==> config.mk <==
export PLATFORM = sky130hd
export DESIGN_NAME = lsds_top
export DESIGN_NICKNAME = d
export VERILOG_FILES = /design/src/verilog/lsds_flash.v /design/src/verilog/lsds_top.v
export VERILOG_INCLUDE_DIRS = /design/src /design/src/verilog
export SDC_FILE = /design/constraint.sdc
export NUM_CORES = 1
export LEC_CHECK = 0
export BUFFER_PORTS_ARGS = -buffer_cell sky130_fd_sc_hd__buf_4
export CORE_ASPECT_RATIO = 0.75
export CORE_MARGIN = 5
export CORE_UTILIZATION = 59
export DETAILED_ROUTE_END_ITERATION = 10
export GPL_ROUTABILITY_DRIVEN = 0
export PLACE_DENSITY = 0.9
export SYNTH_ARGS = -nofsm -noshare
export SYNTH_HDL_FRONTEND = slang
export SYNTH_SLANG_ARGS = --single-unit
==> constraint.sdc <==
create_clock -name SYS_CLK -period 3.33 [get_ports SYS_CLK]
set_clock_uncertainty 0.05 [all_clocks]
set_input_delay 0.666 -clock SYS_CLK [delete_from_list [all_inputs] [get_ports SYS_CLK]]
set_output_delay 0.666 -clock SYS_CLK [all_outputs]
set_load 0.02 [all_outputs]
==> src/verilog/lsds_defines.vh <==
// Purpose: constants for the standby, display switch and scroll command block
// Assumes: included by bare name from the design files
// Notes: command codes and parameter byte layout are local choices
`ifndef LSDS_DEFINES_VH
`define LSDS_DEFINES_VH

// ----------------------------------------
// command codes
// ----------------------------------------
`define LSDS_CMD_STANDBY 8'h10
`define LSDS_CMD_SYSCFG 8'h20
`define LSDS_CMD_DISP 7'h18
`define LSDS_CMD_SCROLL 8'h40
`define LSDS_CMD_MEMWR 8'h50

// ----------------------------------------
// display switch parameter layout
// ----------------------------------------
`define LSDS_CUR_LSB 0
`define LSDS_BLK1_LSB 2
`define LSDS_BLK2_LSB 4
`define LSDS_BLK3_LSB 6

// ----------------------------------------
// scroll parameter indices
// ----------------------------------------
`define LSDS_SCR_COUNT 4'd10
`define LSDS_SCR_A1 0
`define LSDS_SCR_L1 2
`define LSDS_SCR_A2 3
`define LSDS_SCR_L2 5
`define LSDS_SCR_A3 6
`define LSDS_SCR_A4 8

// ----------------------------------------
// reset values and timing counts
// ----------------------------------------
`define LSDS_RST_ATTR 8'h00
`define LSDS_RST_DISP 1'b0
`define LSDS_RST_BYTE 8'h00
`define LSDS_BLANK_TICKS 2'h2
`define LSDS_CUR32_ON 6'h16
`define LSDS_CUR64_ON 6'h2c

`endif

==> src/verilog/lsds_flash.v <==
// Purpose: frame counter and flash phases for cursor and screen blocks
// Assumes: frame_tick is a one-cycle pulse once per frame
// Notes: counter freezes when run is low, so phases survive standby
`timescale 1ns/1ps
`include "lsds_defines.vh"
module lsds_flash (
   input wire clk,
   input wire rst,
   input wire frame_tick,
   input wire run,
   output reg cur_on32,
   output reg cur_on64,
   output reg blk_on32,
   output reg blk_on4
);
   reg [5:0] frame_count;
   wire [5:0] next_count;

   // ----------------------------------------
   // frame counter
   // ----------------------------------------
   assign next_count = frame_count + 6'h01;

   always @(posedge clk) begin
      if (rst) begin
         frame_count <= 6'h00;
         cur_on32 <= 1'b1;
         cur_on64 <= 1'b1;
         blk_on32 <= 1'b1;
         blk_on4 <= 1'b1;
      end else if (run && frame_tick) begin
         frame_count <= next_count;
         // 22 of 32 and 44 of 64 frames lit, both 68.75 pct, the most whole frames that stay under 70 pct
         cur_on32 <= (next_count[4:0] < `LSDS_CUR32_ON);
         cur_on64 <= (next_count < `LSDS_CUR64_ON);
         blk_on32 <= ~next_count[4];
         blk_on4 <= ~next_count[1];
      end
   end
endmodule

==> src/verilog/lsds_top.v <==
// Purpose: standby, display switch and scroll command handling
// Assumes: host writes arrive as one-cycle strobes synchronous to SYS_CLK
// Notes: frame ticks come from the timing generator and stop in sleep
`timescale 1ns/1ps
`include "lsds_defines.vh"
module lsds_top (
   input wire SYS_CLK,
   input wire RST,
   input wire HOST_WR,
   input wire HOST_A0,
   input wire [7:0] HOST_DIN,
   input wire FRAME_TICK,
   input wire DUAL_PANEL,
   input wire TWO_LAYER,
   input wire CURSOR_LINE_MODE,
   output reg ASLEEP,
   output reg OSC_RUN,
   output reg BLANK_PIXELS,
   output reg ROW_DRIVER_DISABLE_N,
   output reg MEM_CTRL_HOLD,
   output reg HOST_BUS_OE_N,
   output reg DISPLAY_ENABLE,
   output reg CURSOR_VISIBLE,
   output reg CURSOR_WHOLE_LINE,
   output reg BLOCK1_VISIBLE,
   output reg BLOCK2_VISIBLE,
   output reg BLOCK3_VISIBLE,
   output reg BLOCK4_VISIBLE,
   output wire [15:0] FIRST_BLOCK_START_ADDRESS,
   output wire [15:0] SECOND_BLOCK_START_ADDRESS,
   output wire [15:0] THIRD_BLOCK_START_ADDRESS,
   output wire [15:0] FOURTH_BLOCK_START_ADDRESS,
   output wire FOURTH_BLOCK_USED,
   output reg [8:0] FIRST_BLOCK_HEIGHT,
   output reg [8:0] SECOND_BLOCK_HEIGHT
);

   // ----------------------------------------
   // states
   // ----------------------------------------
   localparam ST_RUN = 2'b00;
   localparam ST_BLANK = 2'b01;
   localparam ST_SLEEP = 2'b10;
   localparam ST_WAKE = 2'b11;

   // ----------------------------------------
   // declarations
   // ----------------------------------------
   reg [1:0] state;
   reg [1:0] next_state;
   reg [1:0] blank_ticks;
   reg [7:0] cur_cmd;
   reg [3:0] par_idx;
   reg [7:0] attr;
   reg disp_en;
   reg cursor_force;
   reg [7:0] scroll_par [0:9];
   integer i;

   wire cmd_wr;
   wire par_wr;
   wire is_standby;
   wire is_syscfg;
   wire is_disp;
   wire is_scroll;
   wire is_memwr;
   wire cur_on32;
   wire cur_on64;
   wire blk_on32;
   wire blk_on4;
   wire awake;
   wire [1:0] cursor_flash_field;
   wire [5:0] block_attribute_field;
   wire next_cursor;
   wire next_blk1;
   wire next_blk2;
   wire next_blk3;

   // ----------------------------------------
   // helpers
   // ----------------------------------------
   function blk_vis;
      input [1:0] mode;
      input on32;
      input on4;
      begin
         case (mode)
            2'b00: blk_vis = 1'b0;
            2'b01: blk_vis = 1'b1;
            2'b10: blk_vis = on32;
            default: blk_vis = on4;
         endcase
      end
   endfunction

   function sleeping;
      input [1:0] st;
      begin
         sleeping = (st == ST_SLEEP) || (st == ST_WAKE);
      end
   endfunction

   function clocked;
      input [1:0] st;
      begin
         clocked = (st == ST_RUN) || (st == ST_BLANK);
      end
   endfunction

   function [15:0] join_bytes;
      input [7:0] hi;
      input [7:0] lo;
      begin
         join_bytes = {hi, lo};
      end
   endfunction

   function [8:0] height;
      input [7:0] count;
      begin
         height = {1'b0, count} + 9'h001;
      end
   endfunction

   // ----------------------------------------
   // command decode
   // ----------------------------------------
   assign cmd_wr = HOST_WR & HOST_A0;
   assign par_wr = HOST_WR & ~HOST_A0;
   assign is_standby = (HOST_DIN == `LSDS_CMD_STANDBY);
   assign is_syscfg = (HOST_DIN == `LSDS_CMD_SYSCFG);
   assign is_disp = (HOST_DIN[7:1] == `LSDS_CMD_DISP);
   assign is_scroll = (HOST_DIN == `LSDS_CMD_SCROLL);
   assign is_memwr = (HOST_DIN == `LSDS_CMD_MEMWR);
   assign awake = (state == ST_RUN);

   // ----------------------------------------
   // flash timebase
   // ----------------------------------------
   lsds_flash u_flash (
      .clk(SYS_CLK),
      .rst(RST),
      .frame_tick(FRAME_TICK),
      .run(awake),
      .cur_on32(cur_on32),
      .cur_on64(cur_on64),
      .blk_on32(blk_on32),
      .blk_on4(blk_on4)
   );

   // ----------------------------------------
   // standby sequencer
   // ----------------------------------------
   always @* begin
      next_state = state;
      case (state)
         ST_RUN: begin
            if (cmd_wr && is_standby) begin
               next_state = ST_BLANK;
            end
         end
         ST_BLANK: begin
            // second tick: one full blank frame has gone by
            if (FRAME_TICK && blank_ticks == `LSDS_BLANK_TICKS - 2'h1) begin
               next_state = ST_SLEEP;
            end
         end
         ST_SLEEP: begin
            if (cmd_wr && is_syscfg) begin
               next_state = ST_WAKE;
            end
         end
         ST_WAKE: begin
            if (par_wr) begin
               next_state = ST_RUN;
            end else if (cmd_wr && !is_syscfg) begin
               next_state = ST_SLEEP;
            end
         end
         default: begin
            next_state = ST_RUN;
         end
      endcase
   end

   always @(posedge SYS_CLK) begin
      if (RST) begin
         state <= ST_RUN;
         blank_ticks <= 2'h0;
      end else begin
         state <= next_state;
         if (state != ST_BLANK) begin
            blank_ticks <= 2'h0;
         end else if (FRAME_TICK) begin
            blank_ticks <= blank_ticks + 2'h1;
         end
      end
   end

   // ----------------------------------------
   // command and parameter registers
   // ----------------------------------------
   // writes are only taken while running, so sleep keeps every setting
   always @(posedge SYS_CLK) begin
      if (RST) begin
         cur_cmd <= `LSDS_RST_BYTE;
         par_idx <= 4'h0;
         disp_en <= `LSDS_RST_DISP;
         cursor_force <= 1'b0;
      end else if (awake) begin
         if (cmd_wr) begin
            cur_cmd <= HOST_DIN;
            par_idx <= 4'h0;
            cursor_force <= is_memwr;
            if (is_disp) begin
               disp_en <= HOST_DIN[0];
            end
         end else if (par_wr && par_idx != `LSDS_SCR_COUNT) begin
            par_idx <= par_idx + 4'h1;
         end
      end
   end

   // ----------------------------------------
   // display switch attribute byte
   // ----------------------------------------
   // a standby code owns no parameter, so stray bytes fall through
   always @(posedge SYS_CLK) begin
      if (RST) begin
         attr <= `LSDS_RST_ATTR;
      end else if (awake && par_wr) begin
         if (cur_cmd[7:1] == `LSDS_CMD_DISP && par_idx == 4'h0) begin
            attr <= HOST_DIN;
         end
      end
   end

   // ----------------------------------------
   // scroll parameter bytes
   // ----------------------------------------
   // a new code ends the sequence early, untouched entries stay
   always @(posedge SYS_CLK) begin
      if (RST) begin
         for (i = 0; i < 10; i = i + 1) begin
            scroll_par[i] <= `LSDS_RST_BYTE;
         end
      end else if (awake && par_wr) begin
         if (cur_cmd == `LSDS_CMD_SCROLL && par_idx != `LSDS_SCR_COUNT) begin
            scroll_par[par_idx] <= HOST_DIN;
         end
      end
   end

   // ----------------------------------------
   // scroll outputs
   // ----------------------------------------
   assign FIRST_BLOCK_START_ADDRESS = join_bytes(scroll_par[`LSDS_SCR_A1 + 1],
      scroll_par[`LSDS_SCR_A1]);
   assign SECOND_BLOCK_START_ADDRESS = join_bytes(scroll_par[`LSDS_SCR_A2 + 1],
      scroll_par[`LSDS_SCR_A2]);
   assign THIRD_BLOCK_START_ADDRESS = join_bytes(scroll_par[`LSDS_SCR_A3 + 1],
      scroll_par[`LSDS_SCR_A3]);
   assign FOURTH_BLOCK_START_ADDRESS = join_bytes(scroll_par[`LSDS_SCR_A4 + 1],
      scroll_par[`LSDS_SCR_A4]);
   assign FOURTH_BLOCK_USED = DUAL_PANEL & TWO_LAYER;

   always @(posedge SYS_CLK) begin
      if (RST) begin
         FIRST_BLOCK_HEIGHT <= 9'h001;
         SECOND_BLOCK_HEIGHT <= 9'h001;
      end else begin
         FIRST_BLOCK_HEIGHT <= height(scroll_par[`LSDS_SCR_L1]);
         SECOND_BLOCK_HEIGHT <= height(scroll_par[`LSDS_SCR_L2]);
      end
   end

   // ----------------------------------------
   // visibility
   // ----------------------------------------
   assign cursor_flash_field = attr[`LSDS_CUR_LSB + 1:`LSDS_CUR_LSB];
   assign block_attribute_field = attr[`LSDS_BLK3_LSB + 1:`LSDS_BLK1_LSB];

   // memory write forces the cursor lit whatever the flash mode, while display is on
   assign next_cursor = disp_en & (cursor_force |
      blk_vis(cursor_flash_field, cur_on32, cur_on64));
   assign next_blk1 = disp_en & blk_vis(block_attribute_field[1:0], blk_on32, blk_on4);
   assign next_blk2 = disp_en & blk_vis(block_attribute_field[3:2], blk_on32, blk_on4);
   assign next_blk3 = disp_en & blk_vis(block_attribute_field[5:4], blk_on32, blk_on4);

   always @(posedge SYS_CLK) begin
      if (RST) begin
         DISPLAY_ENABLE <= `LSDS_RST_DISP;
         CURSOR_VISIBLE <= 1'b0;
         CURSOR_WHOLE_LINE <= 1'b0;
         BLOCK1_VISIBLE <= 1'b0;
         BLOCK2_VISIBLE <= 1'b0;
         BLOCK3_VISIBLE <= 1'b0;
         BLOCK4_VISIBLE <= 1'b0;
      end else if (awake) begin
         DISPLAY_ENABLE <= disp_en;
         CURSOR_VISIBLE <= next_cursor;
         CURSOR_WHOLE_LINE <= CURSOR_LINE_MODE;
         BLOCK1_VISIBLE <= next_blk1;
         BLOCK2_VISIBLE <= next_blk2;
         BLOCK3_VISIBLE <= next_blk3;
         // no attribute of its own, it follows the second block while DUAL_PANEL is high, else stays off
         BLOCK4_VISIBLE <= DUAL_PANEL & next_blk2;
      end
   end

   // ----------------------------------------
   // power control
   // ----------------------------------------
   always @(posedge SYS_CLK) begin
      if (RST) begin
         ASLEEP <= 1'b0;
         OSC_RUN <= 1'b1;
         BLANK_PIXELS <= 1'b1;
      end else begin
         ASLEEP <= sleeping(next_state);
         OSC_RUN <= clocked(next_state);
         // blank from the standby code onward, and whenever display is off
         BLANK_PIXELS <= (next_state != ST_RUN) || !disp_en;
      end
   end

   // ----------------------------------------
   // pin control
   // ----------------------------------------
   always @(posedge SYS_CLK) begin
      if (RST) begin
         ROW_DRIVER_DISABLE_N <= 1'b1;
         MEM_CTRL_HOLD <= 1'b0;
         HOST_BUS_OE_N <= 1'b0;
      end else begin
         // low lands on the second frame tick after the code
         ROW_DRIVER_DISABLE_N <= clocked(next_state);
         MEM_CTRL_HOLD <= sleeping(next_state);
         // pull resistors set the bus level while released
         HOST_BUS_OE_N <= sleeping(next_state);
      end
   end

endmodule

# After elaboration in Yosys (flattened, before gate mapping)
# Memories as Yosys holds them, arrays and structs flattened.
# Cells that the tools add are included.
# word_totals
regBits	64
latchBits	0
ramBits	80
mem_bits_ro	0
input_bits	16
out_inout_bits	96
word_cells	117
n_memories	1
# classes
add_sub_neg	5
multipliers	0
div_mod_pow	0
n_lt_le_gt_ge	2
n_eq_ne	23
shifts	0
muxes	21
bitwise	12
n_reduce_logical	29
# memory_table
memory	depth	width	read_ports	rd_ports_with_merged_regs	wr	line	rtl
scroll_par	10	8	10	0	10	lsds_top.v:57	reg [7:0] scroll_par [0:9];
# op_table
operator	n
$add A8 B1 Y9 const B	2
$eq A2 B2 Y1 const B	8
$eq A8 B7 Y1 const B	2
$eq A2 B1 Y1 const B	7
$eq A7 B5 Y1 const B	2
$logic_not A2 Y1	6
$mux W4	3
$pmux W1 S3	4
$mux W2	5
$logic_and A1 B1 Y1	9
$and A1 B1 Y1	8
$eq A8 B5 Y1 const B	1
$eq A8 B6 Y1 const B	1
$mux W8	1
$pmux W2 S4	1
$reduce_or A8 Y1	1
$mux W1	7
$add A6 B1 Y6 const B	1
$lt A6 B6 Y1 const B	1
$reduce_and A2 Y1	3
$lt A5 B5 Y1 const B	1
$add A4 B1 Y4 const B	1
$logic_not A4 Y1	1
$ne A4 B4 Y1 const B	1
other kinds (9)	15

# Depth between registers and ports, before layout
# Gate-level depths: netlist of run 1.
# depth
ltp_word	8
depth_mapped	6

# Cells and area by module
# Synthesis of run 1 repeated with hierarchy kept, for this count alone.
# unflattened
cells_unflattened	537
hier_area_um2	5885.6
# modules_own_cells
module	instances	cells_per_inst	area_each_um2	seq_area_each_um2
lsds_top	1	479	5391.4	3483.3
lsds_flash	1	58	494.2	200.2

# Worst setup path before layout of run 1
# Ideal clock, no wire load.
# synth_path
kind	input to register
from	input port HOST_A0
to	memory scroll_par[0][0] (enable)
setup_time_ps	309
arrival_time_ps	1988
setup_slack_ps	983
path_stages	4
n_path_buf	0
cell_sequence	nor4b_4 -> nand4_2 -> nor4_4 -> or2_2
# synth_lines
item	line	rtl
from (decl)	lsds_top.v:10	input wire HOST_A0,
to (decl)	lsds_top.v:57	

==> results of run 1 <==
-- layer usage --
metal / share of wire (%) / vias up / routed length (um) / track usage (%)
met4: 2.4 / 0 / 334 / 8.82
met1: 40 / 2102 / 5490 / 28.6
met3: 9.9 / 34 / 1360 / 8.20
met5: 0 / - / 0 / 0
met2: 48 / 240 / 6590 / 36.4
li1: - / 2057 / - / -
-- per-stage QoR --
stage | setup slack [ns] | hold WS (ns) | util (%)
global route | 0.628 | 0.437 | 76.3
CTS | 0.846 | 0.412 | 76.3
floorplan | 0.983 | 0.390 | -
finish | 0.791 | 0.411 | 76.3
detailed placement | 0.461 | 0.404 | 70.3
global placement | 0.563 | 0.395 | 70.3
-- cell usage after synthesis (4+ instances only) --
master    number  area share [%]
clkbuf_1      23             1.5
ha_1           7             1.5
nor3_1        18             1.5
xor2_1         7             1.0
xnor2_1        6            0.88
nand4_1        4            0.42
nand2b_1       5            0.53
dfxtp_1       64              22
or2_2          9            0.95
edfxtp_1      80              40
mux2i_1        9             1.5
or3_1         11             1.2
o21ai_0       11            0.93
and2_1        66             6.9
a21oi_1       31             2.6
inv_1         10            0.63
nor2_1        39             2.5
a31oi_1        6            0.63
nand3_1       17             1.4
buf_4          4            0.50
nand2_1       41             2.6
-- worst min-delay path by stage --
stage	start	endpoint	slack (ns)	cells after the start
6_report	BLOCK2_VISIBLE$_SDFFE_PP0N_	BLOCK2_VISIBLE$_SDFFE_PP0N_	0.41	2
5_1_grt	FRAME_TICK	blank_ticks[1]$_SDFFE_PP0P_	0.44	2
4_1_cts	BLOCK2_VISIBLE$_SDFFE_PP0N_	BLOCK2_VISIBLE$_SDFFE_PP0N_	0.41	2
3_5_place_dp	BLOCK2_VISIBLE$_SDFFE_PP0N_	BLOCK2_VISIBLE$_SDFFE_PP0N_	0.40	2
3_3_place_gp	CURSOR_WHOLE_LINE$_SDFFE_PP0N_	CURSOR_WHOLE_LINE$_SDFFE_PP0N_	0.39	2
2_1_floorplan	cur_cmd[6]$_SDFFE_PP0P_	cur_cmd[6]$_SDFFE_PP0P_	0.39	2
-- kinds of logic (layout without fill, tap and decap cells) --
group	after synthesis	in the layout	synth area share, %
muxes	9	9	1.51
adders and majority gates	7	7	1.47
buffers and inverters	43	159	3.01
AOI/OAI and AO/OA	65	65	6.48
DFF	144	144	61.9
and+or+nand+nor	244	244	23.7
xor gates and xnor gates	13	13	1.91
-- tightest hold or removal path, delay by kind of cell (launching register included) --
kind / cells / cell delay, ns
DFF: 1 / 0.31
and+or+nand+nor: 1 / 0.05
AOI/OAI and AO/OA: 1 / 0.05
-- sequential cells by signal, indices dropped and copies added (netlist names), 2 cells and up --
signal,flops
state,2
scroll_par,80
cur_cmd,8
par_idx,4
attr,8
SECOND_BLOCK_HEIGHT,9
FIRST_BLOCK_HEIGHT,9
u_flash.frame_count,6
blank_ticks,2
-- final cells by class --
class,count,area [um2]
Multi-Input combinational cell,338,2090
Tap cell,132,165
Sequential cell,144,3680
Fill cell,625,2310
Inverter,11,41.3
Timing Repair Buffer,116,871
Clock inverter,13,125
Clock buffer,19,453
-- where the power goes --
| group | leakage, nW | internal [W] | total, W | switching (W) |
|---|---|---|---|---|
| combinational | 1.35 | 0.0000922 | 0.000257 | 0.000165 |
| clock | 0.283 | 0.00108 | 0.00183 | 0.000755 |
| sequential | 1.35 | 0.00192 | 0.00196 | 0.0000347 |
| total | 2.98 | 0.00310 | 0.00405 | 0.000954 |
==> metrics.cfg, run 1 <==
[place]
port_buffers = 111
hpwl_mm = 9.18
place_area_mm2 = 0.00685
placedCellCount = 741

[setup_path]
critPathKind = reg -> reg
crit_path_end = scroll_par[4][1]$_SDFFCE_PN0P_
end_kind = register
critPathLaunch = state[0]$_SDFF_PP0_
critPathArrivalTime_ns = 2.61
critPathRequiredTime_ns = 3.40
cp_cell_sequence = nor4b_4 > nand4_2 > nor4_4 > or2_2
r2r_setup_slack_ns = 0.79
path_max_fanout = 10
slowest_delay_ns = 0.63
r2r_end = scroll_par[4][1]$_SDFFCE_PN0P_
critical_path_buf_inv_count = 0
r2r_start = state[0]$_SDFF_PP0_
cp.depth = 4
cp_slowest_cell = nor4b_4
reg2reg_depth = 4
cpLargestDelayFamily = simple AND/OR/NAND/NOR gates
setup.worst_path.start_class = register

[global_route]
grt-ovfl-total = 0
grt_pass1_vias = 4276
grt_use_total_pct = 22.9
antenna_found_initial = 0
grt_first_pass_wirelength_mm = 22.0
grt_max_degree = 53

[floorplanning]
design.die.area_mm2 = 0.0122
die_width_um = 126
rows = 31
core_mm2 = 0.00974
num_io_pins = 112
start_util_pct = 61.1
die_h_um = 97.0

[cells_and_area]
fin_nets = 651
final_area_mm2 = 0.00742
layout-drive-gt1-share_pct = 26.4
final_common_cell = buf_4
fin_cells = 773
antenna_cells = 0
syn_to_final_growth_pct = 24.8
final_cell_mix = buf_4 (116), edfxtp_1 (80), and2_1 (66)

[route]
drt_first_pass_iters = 6
drt-initial-drc-count = 506
finalWirelength_mm = 13.8
wl_per_cell_um = 17.8
avgViaCountPerCell = 5.73
ant_nets = 0
vias = 4433
drc = 0

[clocking]
clockBufferDepth = 2
cts_post_setup_buffers_inserted = 0
clk_transition_reported_paths_ns = 0.06
root_buffer = clkbuf_16
htree_num_levels = 4
cts_made_buffers = 17
cts_resized = 0
insertion_delay_ns = 0.42
clock-sinks = 144
postCtsHoldBufs = 0
cts_tree = yes

[synth]
avgSynthCellArea_um2 = 11.3
ys.flop_type = edfxtp_1
synth_nets = 548
synth_edf_count = 80
ys_ff_latch = 144
synth_seq_area_share_pct = 61.9
yosysUniqueCellTypes = 55
yosys_warnings = 0
syn_inst = 525
syn-cell-area_mm2 = 0.00595
async_flop_share_pct = 0

[timing]
hold_violations = 0
drv_slew = 0
setup_viol = 0
tightestPinTransition_ns = 0.631
timing.fmax_ghz = 0.394
finalSetupTns_ns = 0
finalCritPeriodShare_pct = 76.3
period_needed_ns = 2.54
max_slew_margin_pct = 57.7
rsz0062_at_grt = no

[power]
power_density_mw_per_mm2 = 546
ir_drop_uv = 471
p_leak_nw = 2.98
total_power_w = 0.00405

[outcome]
outcome = complete, no violations

[worst_hold_path]
hold_path.class = reg -> reg

[run]
cap_viol_max_count = 0

Power figures use the tool's default switching activity.
==> inputs of run 2 (changes only) <==
--- a/config.mk
+++ b/config.mk
@@ -6,13 +6,14 @@
 export SDC_FILE = /design/constraint.sdc
 export NUM_CORES = 1
 export LEC_CHECK = 0
+export ABC_AREA = 1
 export BUFFER_PORTS_ARGS = -buffer_cell sky130_fd_sc_hd__buf_4
 export CORE_ASPECT_RATIO = 0.75
 export CORE_MARGIN = 5
-export CORE_UTILIZATION = 59
+export CORE_UTILIZATION = 49
 export DETAILED_ROUTE_END_ITERATION = 10
 export GPL_ROUTABILITY_DRIVEN = 0
-export PLACE_DENSITY = 0.9
+export PLACE_DENSITY = 0.81
 export SYNTH_ARGS = -nofsm -noshare
 export SYNTH_HDL_FRONTEND = slang
 export SYNTH_SLANG_ARGS = --single-unit
==> constraint.sdc (replaced) <==
create_clock -name SYS_CLK -period 2.17 [get_ports SYS_CLK]
set_clock_uncertainty 0.05 [all_clocks]
set_input_delay 0.434 -clock SYS_CLK [delete_from_list [all_inputs] [get_ports SYS_CLK]]
set_output_delay 0.434 -clock SYS_CLK [all_outputs]
set_load 0.02 [all_outputs]
==> run 2 against run 1 <==
Effect of this change: count of clock-buffer cells in the layout increased by 7; sequential power increased by 53%; via count decreased by 0.86%; flip-flop and latch count unchanged; first-iteration DRC count decreased by 13%.
==> metrics.cfg, run 2 <==
[cells_and_area]
n_fill_cell = 868  ; +39%
largest_reg_flops = 80  ; unchanged
layout-drive-gt1-share_pct = 26.5  ; +0.11 points
antenna_cells = 0  ; unchanged
top_register = scroll_par
final_core_util_pct = 64.3  ; -12 points
fin_nets = 720  ; +11%
fin_cells = 854  ; +10%
syn_to_final_growth_pct = 29.9
final_common_cell = buf_4
final_cell_mix = buf_4 (128), nor2_1 (124), edfxtp_1 (80)
final_area_mm2 = 0.00738  ; -0.57%
largestRegisters = scroll_par: 80 flops, FIRST_BLOCK_HEIGHT: 9 flops, SECOND_BLOCK_HEIGHT: 9 flops

[route]
vias = 4395  ; -0.86%
avgViaCountPerCell = 5.15  ; -10%
finalWirelength_mm = 13.7  ; -0.74%
ant_nets = 0  ; unchanged
drc = 0  ; unchanged
wl_per_cell_um = 16.0  ; -10%
drt-initial-drc-count = 442  ; -13%
drt_first_pass_iters = 5  ; -1

[timing]
period_needed_ns = 2.00  ; -0.537 ns
max_slew_margin_pct = 63.6  ; +5.9 points
finalCritPeriodShare_pct = 92.3  ; +16 points
timing.fmax_ghz = 0.499  ; +27%
hold_violations = 0  ; unchanged
tightestPinTransition_ns = 0.545  ; -0.0864 ns
setup_viol = 0  ; unchanged
drv_slew = 0  ; unchanged
rsz0062_at_grt = no
finalSetupTns_ns = 0  ; unchanged

[synth]
ys_ff_latch = 144  ; unchanged
yosys.area.top_type = edfxtp_1
async_flop_share_pct = 0  ; unchanged
syn_inst = 563  ; +7.2%
synth_seq_area_share_pct = 64.8  ; +2.9 points
yosysUniqueCellTypes = 35  ; -36%
avgSynthCellArea_um2 = 10.1  ; -11%
synth_top_area_share_pct = 42.3  ; +1.9 points
synth_commonest_cells = nor2_1 (124), edfxtp_1 (80), nand2_1 (72)
synth.most_common_cell = nor2_1
synth_edf_count = 80  ; unchanged
syn-cell-area_mm2 = 0.00568  ; -4.5%
synth_nets = 586  ; +6.9%
ys.flop_type = edfxtp_1
yosys-top-cells-area = edfxtp_1 (42%), dfxtp_1 (23%), nor2_1 (8.2%), nand2_1 (4.8%), a21oi_1 (3.6%)
yosys_warnings = 0  ; unchanged

[place]
place_area_mm2 = 0.00677  ; -1.1%
hpwl_mm = 9.67  ; +5.4%
placedCellCount = 822  ; +11%
port_buffers = 111  ; unchanged

[floorplanning]
die_width_um = 134  ; +6.7%
die_h_um = 103  ; +6.5%
core_mm2 = 0.0115  ; +18%
design.die.area_mm2 = 0.0139  ; +14%
rows = 34  ; +9.7%
num_io_pins = 112  ; unchanged
start_util_pct = 49.5  ; -12 points

[global_route]
antenna_found_initial = 0  ; unchanged
grt-ovfl-total = 0  ; unchanged
grt_max_degree = 34  ; -36%
grt_pass1_vias = 4263  ; -0.30%
grt_first_pass_wirelength_mm = 21.4  ; -2.5%
grt_use_total_pct = 20.1  ; -2.8 points

[power]
p_leak_nw = 3.09  ; +3.7%
total_power_w = 0.00632  ; +56%
power_density_mw_per_mm2 = 856  ; +57%
ir_drop_uv = 639  ; +36%

[clocking]
postCtsHoldBufs = 0  ; unchanged
clock-sinks = 144  ; unchanged
cts_resized = 0  ; unchanged
root_buffer = clkbuf_16
cts_tree = yes
clk_transition_reported_paths_ns = 0.06  ; about the same
cts_post_setup_buffers_inserted = 0  ; unchanged
clockBufferDepth = 2  ; unchanged
insertion_delay_ns = 0.41  ; about the same
cts_made_buffers = 17  ; unchanged
htree_num_levels = 4  ; unchanged

[setup_path]
crit_path_frequent_cell = inv_1
r2r_start = par_idx[0]$_SDFFE_PP0P_
critPathLaunch = par_idx[0]$_SDFFE_PP0P_
cpLargestDelayFamily = simple AND/OR/NAND/NOR gates
critPathRequiredTime_ns = 2.20  ; -1.20 ns
cp_cell_sequence = inv_1 > ha_1 > inv_1 > nor2_2 > nor2_8 > nand4_2 > nor2_4 > nand2_4 > nand2_1
critPathKind = reg -> reg
path_max_fanout = 8  ; -2
slowest_delay_ns = 0.39  ; -0.24 ns
critPathArrivalTime_ns = 2.03  ; -0.58 ns
cp_slowest_cell = dfxtp_1
critical_path_buf_inv_count = 2  ; +2
end_kind = register
setup.worst_path.start_class = register

[worst_hold_path]
hold_path.class = in -> reg
hold_start = CURSOR_LINE_MODE

[run]
cap_viol_max_count = 0  ; unchanged

[outcome]
outcome = complete, no violations

[run 2: changes by cell type after synthesis, sizes merged, moves of 10 or more]
cell	change
nand2	+41
and2	-68
o21ai	+22
clkbuf	-17
or3	-11
nor2	+94
inv	+48
nor3	-13
a21oi	+10
[run 2: layout make-up]
cell class / instances / area, um2 / share of cell area [%]
sequential: 144 / 3680 / 49.9
multi-input combinational: 346 / 1710 / 23.1
timing repair buffer: 129 / 981 / 13.3
clock buffer: 26 / 543 / 7.36
inverter: 59 / 221 / 3.00
tap: 144 / 180 / 2.44
clock inverter: 6 / 67.6 / 0.915
[run 2: cell families after synthesis]
| logic type | synth area share [%] |
|---|---|
| simple gates | 20.4 |
| flops | 64.8 |
| compound gates | 7.44 |
| buf+inv | 5.15 |
| fa+ha+maj | 1.54 |
| xor+xnor | 0.617 |
[run 2: worst reg2reg max path, cell delays in order, from the launching register on]
cell,delay [ns]
dfxtp_1,0.39
inv_1,0.08
ha_1,0.21
inv_1,0.06
nor2_2,0.06
nor2_8,0.11
nand4_2,0.14
nor2_4,0.22
nand2_4,0.06
nand2_1,0.28
[run 2: path summary, 6_finish.rpt]
kind	slack, ns	depth (start not counted)	to
worst max-delay path	0.17	9	scroll_par[4][2]$_SDFFCE_PN0P_
worst min-delay path	0.21	3	CURSOR_WHOLE_LINE$_SDFFE_PP0N_
worst max register to register	0.17	9	scroll_par[4][2]$_SDFFCE_PN0P_
worst min register to register	0.42	2	BLOCK3_VISIBLE$_SDFFE_PP0N_
[run 2: stage by stage]
step	setup WS [ns]	hold WS (ns)
after floorplan	0.000725	0.394
after global placement	0.140	0.404
after detailed placement	0.111	0.413
after CTS	0.164	0.201
after global routing	0.0197	0.217
final	0.168	0.213
[run 2: per-layer routing]
layer	up-vias	global-route usage (%)	wire [um]
li1	2138	-	-
met1	2062	25.4	5640
met2	166	32.9	6740
met3	29	5.27	997
met4	0	9.62	298
met5	-	0	0
[run 2: report_power, final]
| part | internal (W) | switching (W) |
|---|---|---|
| Combinational | 0.000142 | 0.000253 |
| Clock | 0.00185 | 0.00108 |
| Sequential | 0.00296 | 0.0000427 |
| Total | 0.00495 | 0.00138 |
